`config.mk`:
```
export PLATFORM = sky130hd
export DESIGN_NAME = epi_top
export DESIGN_NICKNAME = d
export VERILOG_FILES = /design/src/verilog/epi_pkg.sv /design/src/verilog/epi_top.sv
export SDC_FILE = /design/constraint.sdc
export NUM_CORES = 1
export LEC_CHECK = 0
export BUFFER_PORTS_ARGS = -buffer_cell sky130_fd_sc_hd__buf_2
export CAP_MARGIN = 20
export CORE_MARGIN = 10
export CORE_UTILIZATION = 48
export CTS_BUF_LIST = sky130_fd_sc_hd__clkbuf_16
export CTS_CLUSTER_DIAMETER = 150
export CTS_CLUSTER_SIZE = 20
export DETAILED_ROUTE_END_ITERATION = 12
export PLACE_DENSITY = 0.88
export SLEW_MARGIN = 10
export SYNTH_ARGS = -nofsm -noshare
export SYNTH_HDL_FRONTEND = slang
export SYNTH_SLANG_ARGS = --single-unit
```
`constraint.sdc`:
```
create_clock -name clock -period 1.9 [get_ports clock]
set_input_delay 0.19 -clock clock [delete_from_list [all_inputs] [get_ports clock]]
set_output_delay 0.19 -clock clock [all_outputs]
set_load 0.1 [all_outputs]
```
`src/verilog/epi_pkg.sv`:
```
// package for the external pin interrupt unit: register map, field layout, sense codes
// assumes a 32-bit apb slave with word-aligned registers
`default_nettype none
package epi_pkg;
  localparam logic [7:0] ADDR_CTRL = 8'h00;
  localparam logic [7:0] ADDR_GMASK = 8'h04;
  localparam logic [7:0] ADDR_PCMASK = 8'h08;
  localparam logic [7:0] ADDR_STATUS = 8'h0C;
  localparam logic [7:0] ADDR_IMASK = 8'h10;
  localparam logic [7:0] ADDR_GIE = 8'h14;
  localparam logic [7:0] ADDR_PINS = 8'h18;
  localparam int BIT_EXT_EN = 6;
  localparam int BIT_PC_EN = 5;
  localparam int NUM_PC = 6;
  localparam logic [7:0] CTRL_RESET = 8'h00;
  localparam logic [7:0] GMASK_WMASK = 8'h60;
  localparam int ST_EXT = 0;
  localparam int ST_PC = 1;
  typedef enum logic [1:0] {
    SENSE_LOW = 2'b00,
    SENSE_ANY = 2'b01,
    SENSE_FALL = 2'b10,
    SENSE_RISE = 2'b11
  } epi_sense_e;
endpackage : epi_pkg
`default_nettype wire

```
`src/verilog/epi_top.sv`:
```
// external pin interrupt unit: one sensed pin, six maskable pin-change inputs, apb registers
// assumes pins are asynchronous to clock; request paths sample pins through three flip-flops, the wake flop takes them directly
`timescale 1ns/100ps
`default_nettype none
module epi_top (
  input wire logic clock,
  input wire logic rst_n,
  input wire logic psel,
  input wire logic penable,
  input wire logic pwrite,
  input wire logic [31:0] paddr,
  input wire logic [31:0] pwdata,
  output logic [31:0] prdata,
  output logic pready,
  output logic pslverr,
  input wire logic extIrqPin,
  input wire logic [5:0] pinChangeInputs,
  input wire logic sleepClamp,
  input wire logic extAck,
  input wire logic pcAck,
  output logic extIrqReq,
  output logic pcIrqReq,
  output logic extClampBypass,
  output logic asyncWake,
  output logic irq
);
  logic [7:0] mcuControl_q;
  logic [7:0] genMask_q;
  logic [5:0] pinChangeMask_q;
  logic [1:0] status_q;
  logic [1:0] irqMask_q;
  logic globalEn_q;
  logic [2:0] extSync_q;
  logic [5:0] pcSync0_q;
  logic [5:0] pcSync1_q;
  logic [5:0] pcSync2_q;
  logic extLevel_q;
  logic [5:0] pcLevel_q;
  logic extPend_q;
  logic pcPend_q;
  logic extIrqReq_d;
  logic extEdge;
  logic [5:0] pcToggle;
  logic [31:0] rdata_d;
  logic wrEn;
  logic rdEn;
  logic addrOk;

  function automatic logic mapped(input logic [31:0] a);
    mapped = (a[7:0] == epi_pkg::ADDR_CTRL) || (a[7:0] == epi_pkg::ADDR_GMASK) ||
             (a[7:0] == epi_pkg::ADDR_PCMASK) || (a[7:0] == epi_pkg::ADDR_STATUS) ||
             (a[7:0] == epi_pkg::ADDR_IMASK) || (a[7:0] == epi_pkg::ADDR_GIE) ||
             (a[7:0] == epi_pkg::ADDR_PINS);
  endfunction : mapped

  // one register hit, used by every write and by the read-clear
  function automatic logic hit(input logic [31:0] a, input logic [7:0] off);
    hit = (a[7:0] == off);
  endfunction : hit

  assign addrOk = mapped(paddr) && (paddr[31:8] == 24'h000000);
  assign wrEn = psel && penable && pwrite && pready && addrOk;
  assign rdEn = psel && penable && !pwrite && pready && addrOk;

  // three-stage sampling of the dedicated pin, driven or not
  always_ff @(posedge clock or negedge rst_n)
  begin
    if (!rst_n)
      extSync_q <= 3'h7;
    else
      extSync_q <= {extSync_q[1:0], extIrqPin};
  end

  always_ff @(posedge clock or negedge rst_n)
  begin
    if (!rst_n)
      extLevel_q <= 1'b1;
    else if (extSync_q[1] == extSync_q[2])
      extLevel_q <= extSync_q[2];
  end

  // pin-change inputs sampled per bit
  genvar gi;
  generate
    for (gi = 0; gi < epi_pkg::NUM_PC; gi++)
    begin : g_pc
      always_ff @(posedge clock or negedge rst_n)
      begin
        if (!rst_n)
        begin
          pcSync0_q[gi] <= 1'b0;
          pcSync1_q[gi] <= 1'b0;
          pcSync2_q[gi] <= 1'b0;
          pcLevel_q[gi] <= 1'b0;
        end
        else
        begin
          pcSync0_q[gi] <= pinChangeInputs[gi];
          pcSync1_q[gi] <= pcSync0_q[gi];
          pcSync2_q[gi] <= pcSync1_q[gi];
          if (pcSync1_q[gi] == pcSync2_q[gi])
            pcLevel_q[gi] <= pcSync2_q[gi];
        end
      end
      assign pcToggle[gi] = (pcSync1_q[gi] == pcSync2_q[gi]) && (pcSync2_q[gi] != pcLevel_q[gi]) &&
                            pinChangeMask_q[gi];
    end
  endgenerate

  // edge decode on the clocked path only
  always_comb
  begin
    extEdge = 1'b0;
    if (extSync_q[1] == extSync_q[2] && extSync_q[2] != extLevel_q)
    begin
      case (epi_pkg::epi_sense_e'(mcuControl_q[1:0]))
        epi_pkg::SENSE_LOW: extEdge = 1'b0;
        epi_pkg::SENSE_ANY: extEdge = 1'b1;
        epi_pkg::SENSE_FALL: extEdge = !extSync_q[2];
        epi_pkg::SENSE_RISE: extEdge = extSync_q[2];
        default: extEdge = 1'b0;
      endcase
    end
  end

  // dedicated pin pending, a new event wins over service
  always_ff @(posedge clock or negedge rst_n)
  begin
    if (!rst_n)
      extPend_q <= 1'b0;
    else
      extPend_q <= extEdge || (extPend_q && !extAck);
  end

  // pin-change pending, a new toggle wins over service
  always_ff @(posedge clock or negedge rst_n)
  begin
    if (!rst_n)
      pcPend_q <= 1'b0;
    else
      pcPend_q <= (|pcToggle) || (pcPend_q && !pcAck);
  end

  // low level asserts while held; enables gate both
  always_comb
  begin
    if (mcuControl_q[1:0] == epi_pkg::SENSE_LOW)
      extIrqReq_d = !extLevel_q;
    else
      extIrqReq_d = extPend_q;
    extIrqReq_d = extIrqReq_d && globalEn_q && genMask_q[epi_pkg::BIT_EXT_EN];
  end

  // dedicated pin request output
  always_ff @(posedge clock or negedge rst_n)
  begin
    if (!rst_n)
      extIrqReq <= 1'b0;
    else
      extIrqReq <= extIrqReq_d;
  end

  // pin-change request output
  always_ff @(posedge clock or negedge rst_n)
  begin
    if (!rst_n)
      pcIrqReq <= 1'b0;
    else
      pcIrqReq <= pcPend_q && globalEn_q && genMask_q[epi_pkg::BIT_PC_EN];
  end

  // input clamp released for an enabled pin
  always_ff @(posedge clock or negedge rst_n)
  begin
    if (!rst_n)
      extClampBypass <= 1'b0;
    else
      extClampBypass <= genMask_q[epi_pkg::BIT_EXT_EN] || !sleepClamp;
  end

  // wake request held in a flop for the sleep controller
  always_ff @(posedge clock or negedge rst_n)
  begin
    if (!rst_n)
      asyncWake <= 1'b0;
    else
      asyncWake <= (genMask_q[epi_pkg::BIT_EXT_EN] && (mcuControl_q[1:0] == epi_pkg::SENSE_LOW) && !extIrqPin) ||
                   (genMask_q[epi_pkg::BIT_PC_EN] && (|(pinChangeMask_q & (pinChangeInputs ^ pcLevel_q))));
  end

  // sense field and storage bits
  always_ff @(posedge clock or negedge rst_n)
  begin
    if (!rst_n)
      mcuControl_q <= epi_pkg::CTRL_RESET;
    else if (wrEn && hit(paddr, epi_pkg::ADDR_CTRL))
      mcuControl_q <= pwdata[7:0];
  end

  // enable bits 6 and 5 only
  always_ff @(posedge clock or negedge rst_n)
  begin
    if (!rst_n)
      genMask_q <= epi_pkg::CTRL_RESET;
    else if (wrEn && hit(paddr, epi_pkg::ADDR_GMASK))
      genMask_q <= pwdata[7:0] & epi_pkg::GMASK_WMASK;
  end

  // per-pin change mask
  always_ff @(posedge clock or negedge rst_n)
  begin
    if (!rst_n)
      pinChangeMask_q <= 6'h00;
    else if (wrEn && hit(paddr, epi_pkg::ADDR_PCMASK))
      pinChangeMask_q <= pwdata[5:0];
  end

  // status to irq mask
  always_ff @(posedge clock or negedge rst_n)
  begin
    if (!rst_n)
      irqMask_q <= 2'h0;
    else if (wrEn && hit(paddr, epi_pkg::ADDR_IMASK))
      irqMask_q <= pwdata[1:0];
  end

  // global enable
  always_ff @(posedge clock or negedge rst_n)
  begin
    if (!rst_n)
      globalEn_q <= 1'b0;
    else if (wrEn && hit(paddr, epi_pkg::ADDR_GIE))
      globalEn_q <= pwdata[0];
  end

  // sticky dedicated pin status, cleared by read, set wins
  always_ff @(posedge clock or negedge rst_n)
  begin
    if (!rst_n)
      status_q[epi_pkg::ST_EXT] <= 1'b0;
    else if (extIrqReq_d)
      status_q[epi_pkg::ST_EXT] <= 1'b1;
    else if (rdEn && hit(paddr, epi_pkg::ADDR_STATUS))
      status_q[epi_pkg::ST_EXT] <= 1'b0;
  end

  // sticky pin-change status, cleared by read, set wins
  always_ff @(posedge clock or negedge rst_n)
  begin
    if (!rst_n)
      status_q[epi_pkg::ST_PC] <= 1'b0;
    else if (pcPend_q && genMask_q[epi_pkg::BIT_PC_EN])
      status_q[epi_pkg::ST_PC] <= 1'b1;
    else if (rdEn && hit(paddr, epi_pkg::ADDR_STATUS))
      status_q[epi_pkg::ST_PC] <= 1'b0;
  end

  always_ff @(posedge clock or negedge rst_n)
  begin
    if (!rst_n)
      irq <= 1'b0;
    else
      irq <= |(status_q & irqMask_q);
  end

  always_comb
  begin
    rdata_d = 32'h00000000;
    case (paddr[7:0])
      epi_pkg::ADDR_CTRL: rdata_d[7:0] = mcuControl_q;
      epi_pkg::ADDR_GMASK: rdata_d[7:0] = genMask_q;
      epi_pkg::ADDR_PCMASK: rdata_d[5:0] = pinChangeMask_q;
      epi_pkg::ADDR_STATUS: rdata_d[1:0] = status_q;
      epi_pkg::ADDR_IMASK: rdata_d[1:0] = irqMask_q;
      epi_pkg::ADDR_GIE: rdata_d[0] = globalEn_q;
      epi_pkg::ADDR_PINS: rdata_d[6:0] = {extLevel_q, pcLevel_q};
      default: rdata_d = 32'h00000000;
    endcase
  end

  // one wait state: ready in the second access cycle
  always_ff @(posedge clock or negedge rst_n)
  begin
    if (!rst_n)
      pready <= 1'b0;
    else
      pready <= psel && penable && !pready;
  end

  // read data stands with ready
  always_ff @(posedge clock or negedge rst_n)
  begin
    if (!rst_n)
      prdata <= 32'h00000000;
    else
      prdata <= rdata_d;
  end

  // error for any unmapped address
  always_ff @(posedge clock or negedge rst_n)
  begin
    if (!rst_n)
      pslverr <= 1'b0;
    else
      pslverr <= psel && penable && !pready && !addrOk;
  end
endmodule : epi_top
`default_nettype wire

```
* After elaboration in Yosys (flattened, before gate mapping)
Index checks and enable logic that the tools add are counted.
** Operators by class
- Equal/unequal tests :: 23
- Muxes and demuxes :: 11
- Bitwise operators :: 3
- Reductions and logical operators :: 66
** Operators with widths (number)
- 1-bit logical AND :: 39
- 8-bit by 5-bit equality test with 1-bit output (second input constant) :: 3
- 24-bit zero test :: 1
- 8-bit by 4-bit equality test with 1-bit output (second input constant) :: 2
- 4-bit one-hot mux with 4 select lines :: 1
- 6-bit OR reduction :: 2
- 1-bit logical OR :: 10
- 1-bit zero test :: 9
- 8-bit by 3-bit equality test with 1-bit output (second input constant) :: 1
- 8-bit zero test :: 1
- 1-bit equality test :: 7
- 1-bit != test :: 7
- 6-bit bitwise AND :: 1
- 1-bit two-way mux :: 6
- 1-bit one-hot mux with 6 select lines :: 1
- 6-bit XOR :: 1
- 1-bit one-hot mux with 5 select lines :: 1
- 2-bit equality test (second input constant) :: 2
- 1-bit one-hot mux with 4 select lines :: 1
- 2-bit nonzero test :: 2
- 1-bit one-hot mux with 3 select lines :: 1
- 2-bit bitwise AND :: 1
- 2-bit by 1-bit equality test with 1-bit output (second input constant) :: 1
- 2-bit zero test :: 1
- 2-bit OR reduction :: 1
** Word-level totals
- Register bits :: 66
- Bits of input ports :: 79
- Output and inout bits :: 39
- Logic and storage cells :: 146

* Logic depth before layout (Yosys ltp)
Gate-level depths: netlist (run 1).
- Word-level depth :: 12
- Depth in mapped cells :: 5
- Depth with buffers taken out :: 4

* Worst setup path after synthesis (run 1)
No wires, ideal clock.
- Path type :: register to register
- From :: register pready
- To :: register mcuControl_q[0]
- Library setup time :: 0.125 ns
- Arrival time :: 2.320 ns
- Data required time :: 1.775 ns
- Setup slack :: -0.545 ns
- Stages on the path, launching flop included :: 5
- Buffers on the path :: 0
- Period minus slack after synthesis :: 2.445 ns
- Path through :: dfrtp_1 > nand4_1 > or2_2 > nor4_4 > mux2_2
** On the way
- Cells in the longest elaborated chain, start to end :: 3
** Ends and longest elaborated chain
- from (decl) :: line epi_top.sv:14 : output logic pready,
- from (signal assigned) :: line epi_top.sv:287 : pready <= psel && penable && !pready;
- 1-bit logical AND (2 in series) :: line epi_top.sv:62 : assign wrEn = psel && penable && pwrite && pready && addrOk;
- 1-bit logical AND :: line epi_top.sv:196 : else if (wrEn && hit(paddr, epi_pkg::ADDR_CTRL))
- to (signal assigned) :: line epi_top.sv:195 : mcuControl_q <= epi_pkg::CTRL_RESET;
- to (signal assigned) :: line epi_top.sv:197 : mcuControl_q <= pwdata[7:0];
- to (decl) :: line epi_top.sv:27 : logic [7:0] mcuControl_q;
Every way passes these cells.
A chain may end at the register's enable or synchronous reset.

* Final worst setup path (run 1)
- From :: register pready
- To :: register mcuControl_q[7]
Same word-level chain as after synthesis.

==> reports/results.tsv, run 1 <==
stage	metric	value	unit
timing	post-route clock skew	4.83	ps
final_layout	leading cell types in the layout, fill and taps excluded	69 x buf_2, 61 x dfrtp_1, 24 x conb_1	
setup_path	worst reg2reg path startpoint	pready	
setup_path	kind of start point of the critical path	flip-flop	
global_routing	number of antenna violations at the first check in global routing	0	
clocking	CTS sink cnt	66	
power_and_ir_drop	internal portion of total power	2700	µW
final_layout	Non-Filler Instances	424	
detailed_routing	first drt pass iteration count	4	
die	width of the die	98.2	µm
detailed_routing	routed len/inst	17.5	µm
power_and_ir_drop	Reg power frac	0.407	
detailed_routing	Vias	2277	
power_and_ir_drop	combinational share of power	0.125	
clocking	postcts setup bufs	0	
logic_synthesis	primary flip-flop cell chosen by synthesis mapping	dfrtp_1	
worst_hold_path	worst min-delay path category	input pin to flip-flop	
timing	Max Transition Viols Final	0	
global_routing	global route total overflow	0	
setup_path	internal reg-to-reg setup slack	80	ps
place	gpl congestion	0.919	
final_layout	leading cell type in the layout, fill and taps excluded	buf_2	
die	die height	98.2	µm
setup_path	crit path from	pready	
timing	PnR worst setup slack	78.6	ps
global_routing	wire length of the first global-routing pass	12200	µm
power_and_ir_drop	switching share of power	0.267	
clocking	number of instances resized during post-cts repair	0	
timing	final worst path period share	0.959	
setup_path	slowest cell on the critical path	dfrtp_4	
setup_path	Critical Path Fanout Max	5	
clocking	Worst-Skew Late Latency	330	ps
detailed_routing	number of DRC markers in iteration 0	177	
timing	final number of setup-violating endpoints	0	
power_and_ir_drop	Pwr Density	969	nW/µm²
job	Max-Cap Viols	0	
die	total core area	5920	µm²
power_and_ir_drop	Clock Power Share	0.468	
final_layout	Net count, final	423	
setup_path	Worst EP arrival	2030	ps
clocking	number of H-tree branching levels	3	
global_routing	via count of the first global-routing pass	2493	
power_and_ir_drop	total net switching power	982	µW
timing	number of endpoints with negative hold slack in the final report	0	
worst_hold_path	worst min-delay path startpoint	pinChangeInputs[4]	
final_layout	area added between synthesis and finish	29.2	%
logic_synthesis	Post-Synthesis Mean Instance Area	11.9	µm²
power_and_ir_drop	peak supply drop	622	µV
place	Post-Place Cells	401	
global_routing	largest net degree at the start of global routing	67	
timing	maximum operating frequency	549	MHz
setup_path	worst-path cell chain	nand4_1 > or2_4 > nor4_4 > buf_4 > mux2_2	
final_layout	proportion of layout cells with a drive suffix above 1	0.387	
place	half-perimeter wire length after placement	5250	µm
timing	sum of negative setup slack	0	ps
detailed_routing	overall routed net length	7410	µm
setup_path	data required time at the worst endpoint	2110	ps
die	std cell rows	28	
logic_synthesis	Synth Warn #	0	
die	number of primary I/O pins	118	
logic_synthesis	sequential area share after synthesis	0.564	
setup_path	stage delay of the slowest cell on the critical path	430	ps
setup_path	critical path start-end classification	flip-flop to flip-flop	
power_and_ir_drop	leakage component of the power	0.00191	µW
clocking	clock slew at the register clock pins of the worst setup and hold paths	50	ps
logic_synthesis	Cells after Synth	246	
place	DP Worst Slack	-40.3	ps
logic_synthesis	share of flip-flops with an asynchronous set or reset	1.00	
timing	worst hold slack across all endpoints	14.0	ps
clocking	CTS tree	done	
detailed_routing	number of remaining DRC errors	0	
timing	post-layout min period	1820	ps
detailed_routing	antenna viol nets, final	0	
die	effective utilization at floorplan	0.496	
setup_path	endpoint type of the worst setup path	flip-flop	
clocking	Bufs on Longest Clock Path	2	
clocking	TritonCTS Buffers	9	
logic_synthesis	Netlist Area Pre-Place	2940	µm²
timing	unrepaired setup endpoints after global routing	false	
logic_synthesis	distinct cell type count of the synthesized netlist	45	
global_routing	Overall Global Routing Usage	0.156	
logic_synthesis	Seq cells post-synth	66	
final_layout	end-of-flow core utilization	0.641	
detailed_routing	average vias per placed instance	5.37	
final_layout	diode count	0	
place	I/O Buffers	69	
logic_synthesis	count of flip-flops with a built-in enable after synthesis	0	
outcome	status	completed	
clocking	root buffer cell	clkbuf_16	
die	die area	9650	µm²
[state kept, by name, summed over array words and instances, names as in the netlist, 3 cells and up]
signal / cells
mcuControl_q: 8
pinChangeMask_q: 6
pcSync0_q: 6
extSync_q: 3
prdata: 8
pcSync2_q: 6
pcLevel_q: 6
pcSync1_q: 6
[layer usage]
metal,wire length [µm],global-route usage,up-vias
li1,-,-,1036
met1,2980,0.177,1097
met2,3670,0.251,114
met3,508,0.0599,30
met4,249,0.0816,0
met5,0,0,-
[cell usage after synthesis, types with 3 or more instances]
master    instances  share of area
nor2b_1           3         0.0064
o21ai_0          14          0.024
mux2_2           21          0.080
or3b_2            5          0.015
nor2_1           12          0.015
a22oi_1           3         0.0077
dfstp_2           4          0.036
and2_1            4         0.0085
nor3_1            6          0.010
inv_1             4         0.0051
nand2_1          19          0.024
nand3_1           4         0.0068
xor2_1            7          0.021
nor4_1            8          0.017
a21oi_1           3         0.0051
buf_4            24          0.061
dfrtp_1          62           0.53
nand2b_1          3         0.0064
mux2i_1           3          0.010
a221o_1           4          0.014
[cell families after synthesis]
| logic type | synth area share |
|---|---|
| DFF | 0.564 |
| other | 0.00128 |
| AOI/OAI and AO/OA | 0.0848 |
| xor gates and xnor gates | 0.0209 |
| buffers and inverters | 0.0703 |
| and+or+nand+nor | 0.168 |
| muxes | 0.0907 |
[final timing paths]
path,to,cells past startpoint
min in group asynchronous,pcSync0_q[2],3
hold / removal,pcSync0_q[4],1
hold reg to reg,pcSync1_q[5],0
max in group asynchronous,extSync_q[2],3
setup reg to reg,mcuControl_q[7],5
setup / recovery,mcuControl_q[7],5
[power groups by stage]
| stage | Clock (µW) | Sequential (µW) | Combinational (µW) |
|---|---|---|---|
| floorplan | 0 | 1540 | 327 |
| global placement | 0 | 1520 | 432 |
| detailed placement | 0 | 1520 | 443 |
| CTS | 1740 | 1500 | 459 |
| global route | 1810 | 1500 | 489 |
| finish | 1720 | 1500 | 460 |
[through the flow]
step                total power [µW]  cell area, µm²
floorplan                       1860            3040
global placement                1950            3420
detailed placement              1960            3420
CTS                             3700            3800
global route                    3800            3800
finish                          3680            3800
[worst max-delay path, delay by kind of cell, from the launching register on]
family,cells,cell delay (ps)
and+or+nand+nor,3,700
DFF,1,430
buffers and inverters,1,220
muxes,1,350
[timing repair]
item	in CTS	in global routing
hold buffers	7	0
endpoints found under the hold margin	68	0
endpoints found under the setup margin	0	0
[cell type report]
cell class	instances	area, µm²
Fill cell	418	2120
Sequential cell	66	1660
Multi-Input combinational cell	172	1180
Timing Repair Buffer	91	541
Clock buffer	9	225
Tap cell	75	93.8
Clock inverter	7	85.1
Inverter	4	15.0
Power figures use the tool's default switching activity.
==> run 2, diff against run 1 <==
--- a/config.mk
+++ b/config.mk
@@ -5,15 +5,16 @@
 export SDC_FILE = /design/constraint.sdc
 export NUM_CORES = 1
 export LEC_CHECK = 0
+export ABC_AREA = 1
 export BUFFER_PORTS_ARGS = -buffer_cell sky130_fd_sc_hd__buf_2
 export CAP_MARGIN = 20
 export CORE_MARGIN = 10
-export CORE_UTILIZATION = 48
+export CORE_UTILIZATION = 49
 export CTS_BUF_LIST = sky130_fd_sc_hd__clkbuf_16
 export CTS_CLUSTER_DIAMETER = 150
 export CTS_CLUSTER_SIZE = 20
 export DETAILED_ROUTE_END_ITERATION = 12
-export PLACE_DENSITY = 0.88
+export PLACE_DENSITY = 0.89
 export SLEW_MARGIN = 10
 export SYNTH_ARGS = -nofsm -noshare
 export SYNTH_HDL_FRONTEND = slang
==> run 2 against run 1 <==
- first-iteration DRC count rose by 7.3%
- sequential power barely moved
- synthesized cell count rose by 46%
- largest cell class unchanged
- die area rose by 3.2%
- setup slack improved by 430 ps
- cell count rose by 25%
- maximum frequency rose by 31%
- via count rose by 19%
==> reports/results.tsv, run 2 <==
stage	metric	value	unit	change
outcome	status	completed		
setup_path	Critical Path Fanout Max	6		+1
detailed_routing	number of remaining DRC errors	0		unchanged
die	effective utilization at floorplan	0.497		+0.00111
timing	sum of negative setup slack	0	ps	unchanged
logic_synthesis	Post-Synthesis Mean Instance Area	8.67	µm²	-27%
global_routing	wire length of the first global-routing pass	12500	µm	+3.1%
setup_path	kind of start point of the critical path	flip-flop		
final_layout	largest registers	mcuControl_q x8, prdata x8		
die	die area	9960	µm²	+3.2%
power_and_ir_drop	Pwr Density	907	nW/µm²	-6.4%
detailed_routing	number of DRC markers in iteration 0	190		+7.3%
global_routing	global route total overflow	0		unchanged
power_and_ir_drop	peak supply drop	590	µV	-5.2%
logic_synthesis	cell type with the largest total area after synthesis	dfrtp_1		
timing	number of endpoints with negative hold slack in the final report	0		unchanged
timing	final worst path period share	0.732		-0.227
clocking	clock slew at the register clock pins of the worst setup and hold paths	50	ps	about the same
clocking	CTS sink cnt	66		unchanged
timing	PnR worst setup slack	510	ps	+431 ps
clocking	Worst-Skew Late Latency	320	ps	about the same
logic_synthesis	Area contributors post-synth	dfrtp_1 50%, nand2_1 14%, buf_4 6.3%		
clocking	CTS tree	done		
logic_synthesis	most instantiated cells after synthesis	113 x nand2_1, 62 x dfrtp_1, 42 x nor2_1		
logic_synthesis	Synth Warn #	0		unchanged
place	Post-Place Cells	506		+26%
place	I/O Buffers	69		unchanged
detailed_routing	overall routed net length	7760	µm	+4.7%
final_layout	Non-Filler Instances	528		+25%
die	width of the die	99.8	µm	+1.6%
timing	post-layout min period	1390	ps	-431 ps
setup_path	critical path start-end classification	flip-flop to flip-flop		
clocking	postcts setup bufs	0		unchanged
global_routing	number of antenna violations at the first check in global routing	0		unchanged
place	DP Worst Slack	353	ps	+393 ps
timing	worst hold slack across all endpoints	21.6	ps	+7.63 ps
logic_synthesis	Cells after Synth	360		+46%
clocking	number of instances resized during post-cts repair	0		unchanged
timing	final number of setup-violating endpoints	0		unchanged
global_routing	Overall Global Routing Usage	0.156		-0.000705
die	total core area	6280	µm²	+6.0%
timing	unrepaired setup endpoints after global routing	false		
logic_synthesis	Seq cells post-synth	66		unchanged
power_and_ir_drop	leakage component of the power	0.00202	µW	+5.9%
detailed_routing	first drt pass iteration count	5		+1
final_layout	diode count	0		unchanged
final_layout	leading cell type in the layout, fill and taps excluded	nand2_1		
final_layout	Net count, final	526		+24%
global_routing	via count of the first global-routing pass	2788		+12%
logic_synthesis	share of the synthesized area in the top cell type	0.497		-0.0311
logic_synthesis	leading cell type by number of instances after synthesis	nand2_1		
setup_path	endpoint type of the worst setup path	flip-flop		
logic_synthesis	count of flip-flops with a built-in enable after synthesis	0		unchanged
setup_path	Worst EP arrival	1600	ps	-430 ps
job	Max-Cap Viols	0		unchanged
detailed_routing	average vias per placed instance	5.15		-4.2%
die	die height	99.8	µm	+1.6%
timing	maximum operating frequency	719	MHz	+31%
clocking	root buffer cell	clkbuf_16		
final_layout	number of filler cells placed in the layout	500		+20%
logic_synthesis	sequential area share after synthesis	0.531		-0.0332
timing	post-route clock skew	4.00	ps	-0.824 ps
clocking	Bufs on Longest Clock Path	2		unchanged
global_routing	largest net degree at the start of global routing	67		unchanged
place	half-perimeter wire length after placement	5740	µm	+9.3%
clocking	TritonCTS Buffers	9		unchanged
die	std cell rows	29		+3.6%
die	number of primary I/O pins	118		unchanged
setup_path	data required time at the worst endpoint	2110	ps	about the same
place	gpl congestion	0.823		-10%
final_layout	end-of-flow core utilization	0.614		-0.0269
logic_synthesis	Netlist Area Pre-Place	3120	µm²	+6.3%
detailed_routing	Vias	2717		+19%
worst_hold_path	worst min-delay path category	input pin to flip-flop		
clocking	number of H-tree branching levels	3		unchanged
final_layout	leading cell types in the layout, fill and taps excluded	113 x nand2_1, 69 x buf_2, 61 x dfrtp_1		
detailed_routing	antenna viol nets, final	0		unchanged
timing	Max Transition Viols Final	0		unchanged
final_layout	proportion of layout cells with a drive suffix above 1	0.259		-0.127
logic_synthesis	share of flip-flops with an asynchronous set or reset	1.00		unchanged
detailed_routing	routed len/inst	14.7	µm	-16%
logic_synthesis	distinct cell type count of the synthesized netlist	38		-16%
logic_synthesis	primary flip-flop cell chosen by synthesis mapping	dfrtp_1		
final_layout	area added between synthesis and finish	23.5	%	
-- run 2: logic make-up after synthesis --
group                    count (synthesis)  share of synthesized area
AND/OR/NAND/NOR                        211                      0.311
flip-flops                              66                      0.531
buffers and inverters                   55                     0.0986
AO/OA/AOI/OAI                           24                     0.0489
adder cells (fa/ha/maj)                  2                    0.00641
XOR/XNOR                                 1                    0.00281
other                                    1                    0.00120
-- run 2: per-stage QoR --
step	power (µW)	area [µm²]
final	3500	3860
after global routing	3630	3860
after CTS	3520	3860
after detailed placement	1940	3500
after global placement	1920	3500
after floorplan	1850	3210
-- run 2: worst max-delay path, cell delays in order, from the launching register on --
cell	delay, ps
dfrtp_2	380
nand3_1	110
nor2_2	270
buf_4	200
nand4_1	140
nand2_1	110
nand2_1	60
-- run 2: repair_timing --
action,in CTS,in global routing
hold buffers,7,0
setup endpoints to repair,0,0
endpoints found under the hold margin,68,0
-- run 2: cell type report --
| type | count | area, µm² | share of cell area |
|---|---|---|---|
| clock buffer | 9 | 225 | 0.0584 |
| sequential | 66 | 1660 | 0.430 |
| timing repair buffer | 83 | 480 | 0.125 |
| tap | 77 | 96.3 | 0.0250 |
| multi-input combinational | 262 | 1240 | 0.323 |
| clock inverter | 6 | 58.8 | 0.0152 |
| inverter | 25 | 93.8 | 0.0243 |
-- run 2: final timing paths --
check	start	endpoint	slack, ps	depth (start not counted)
max	pready	irqMask_q[1]	510	6
min reg2reg	pcSync0_q[0]	pcSync1_q[0]	350	0
max reg2reg	pready	irqMask_q[1]	510	6
min	pinChangeInputs[1]	pcSync0_q[1]	20	1
max in group asynchronous	rst_n	extSync_q[2]	1160	3
min in group asynchronous	rst_n	mcuControl_q[3]	400	3
-- run 2: layer usage --
metal | wire length, µm | part of all wire | global-route usage
met5 | 0 | 0 | 0
met4 | 248 | 0.032 | 0.0816
met3 | 492 | 0.063 | 0.0501
met2 | 3970 | 0.51 | 0.262
met1 | 3050 | 0.39 | 0.172
-- run 2: report_power, final --
| part | internal, µW | switching [µW] |
|---|---|---|
| clock network | 996 | 570 |
| registers | 1450 | 37.6 |
| logic | 88.5 | 349 |
| total | 2540 | 957 |
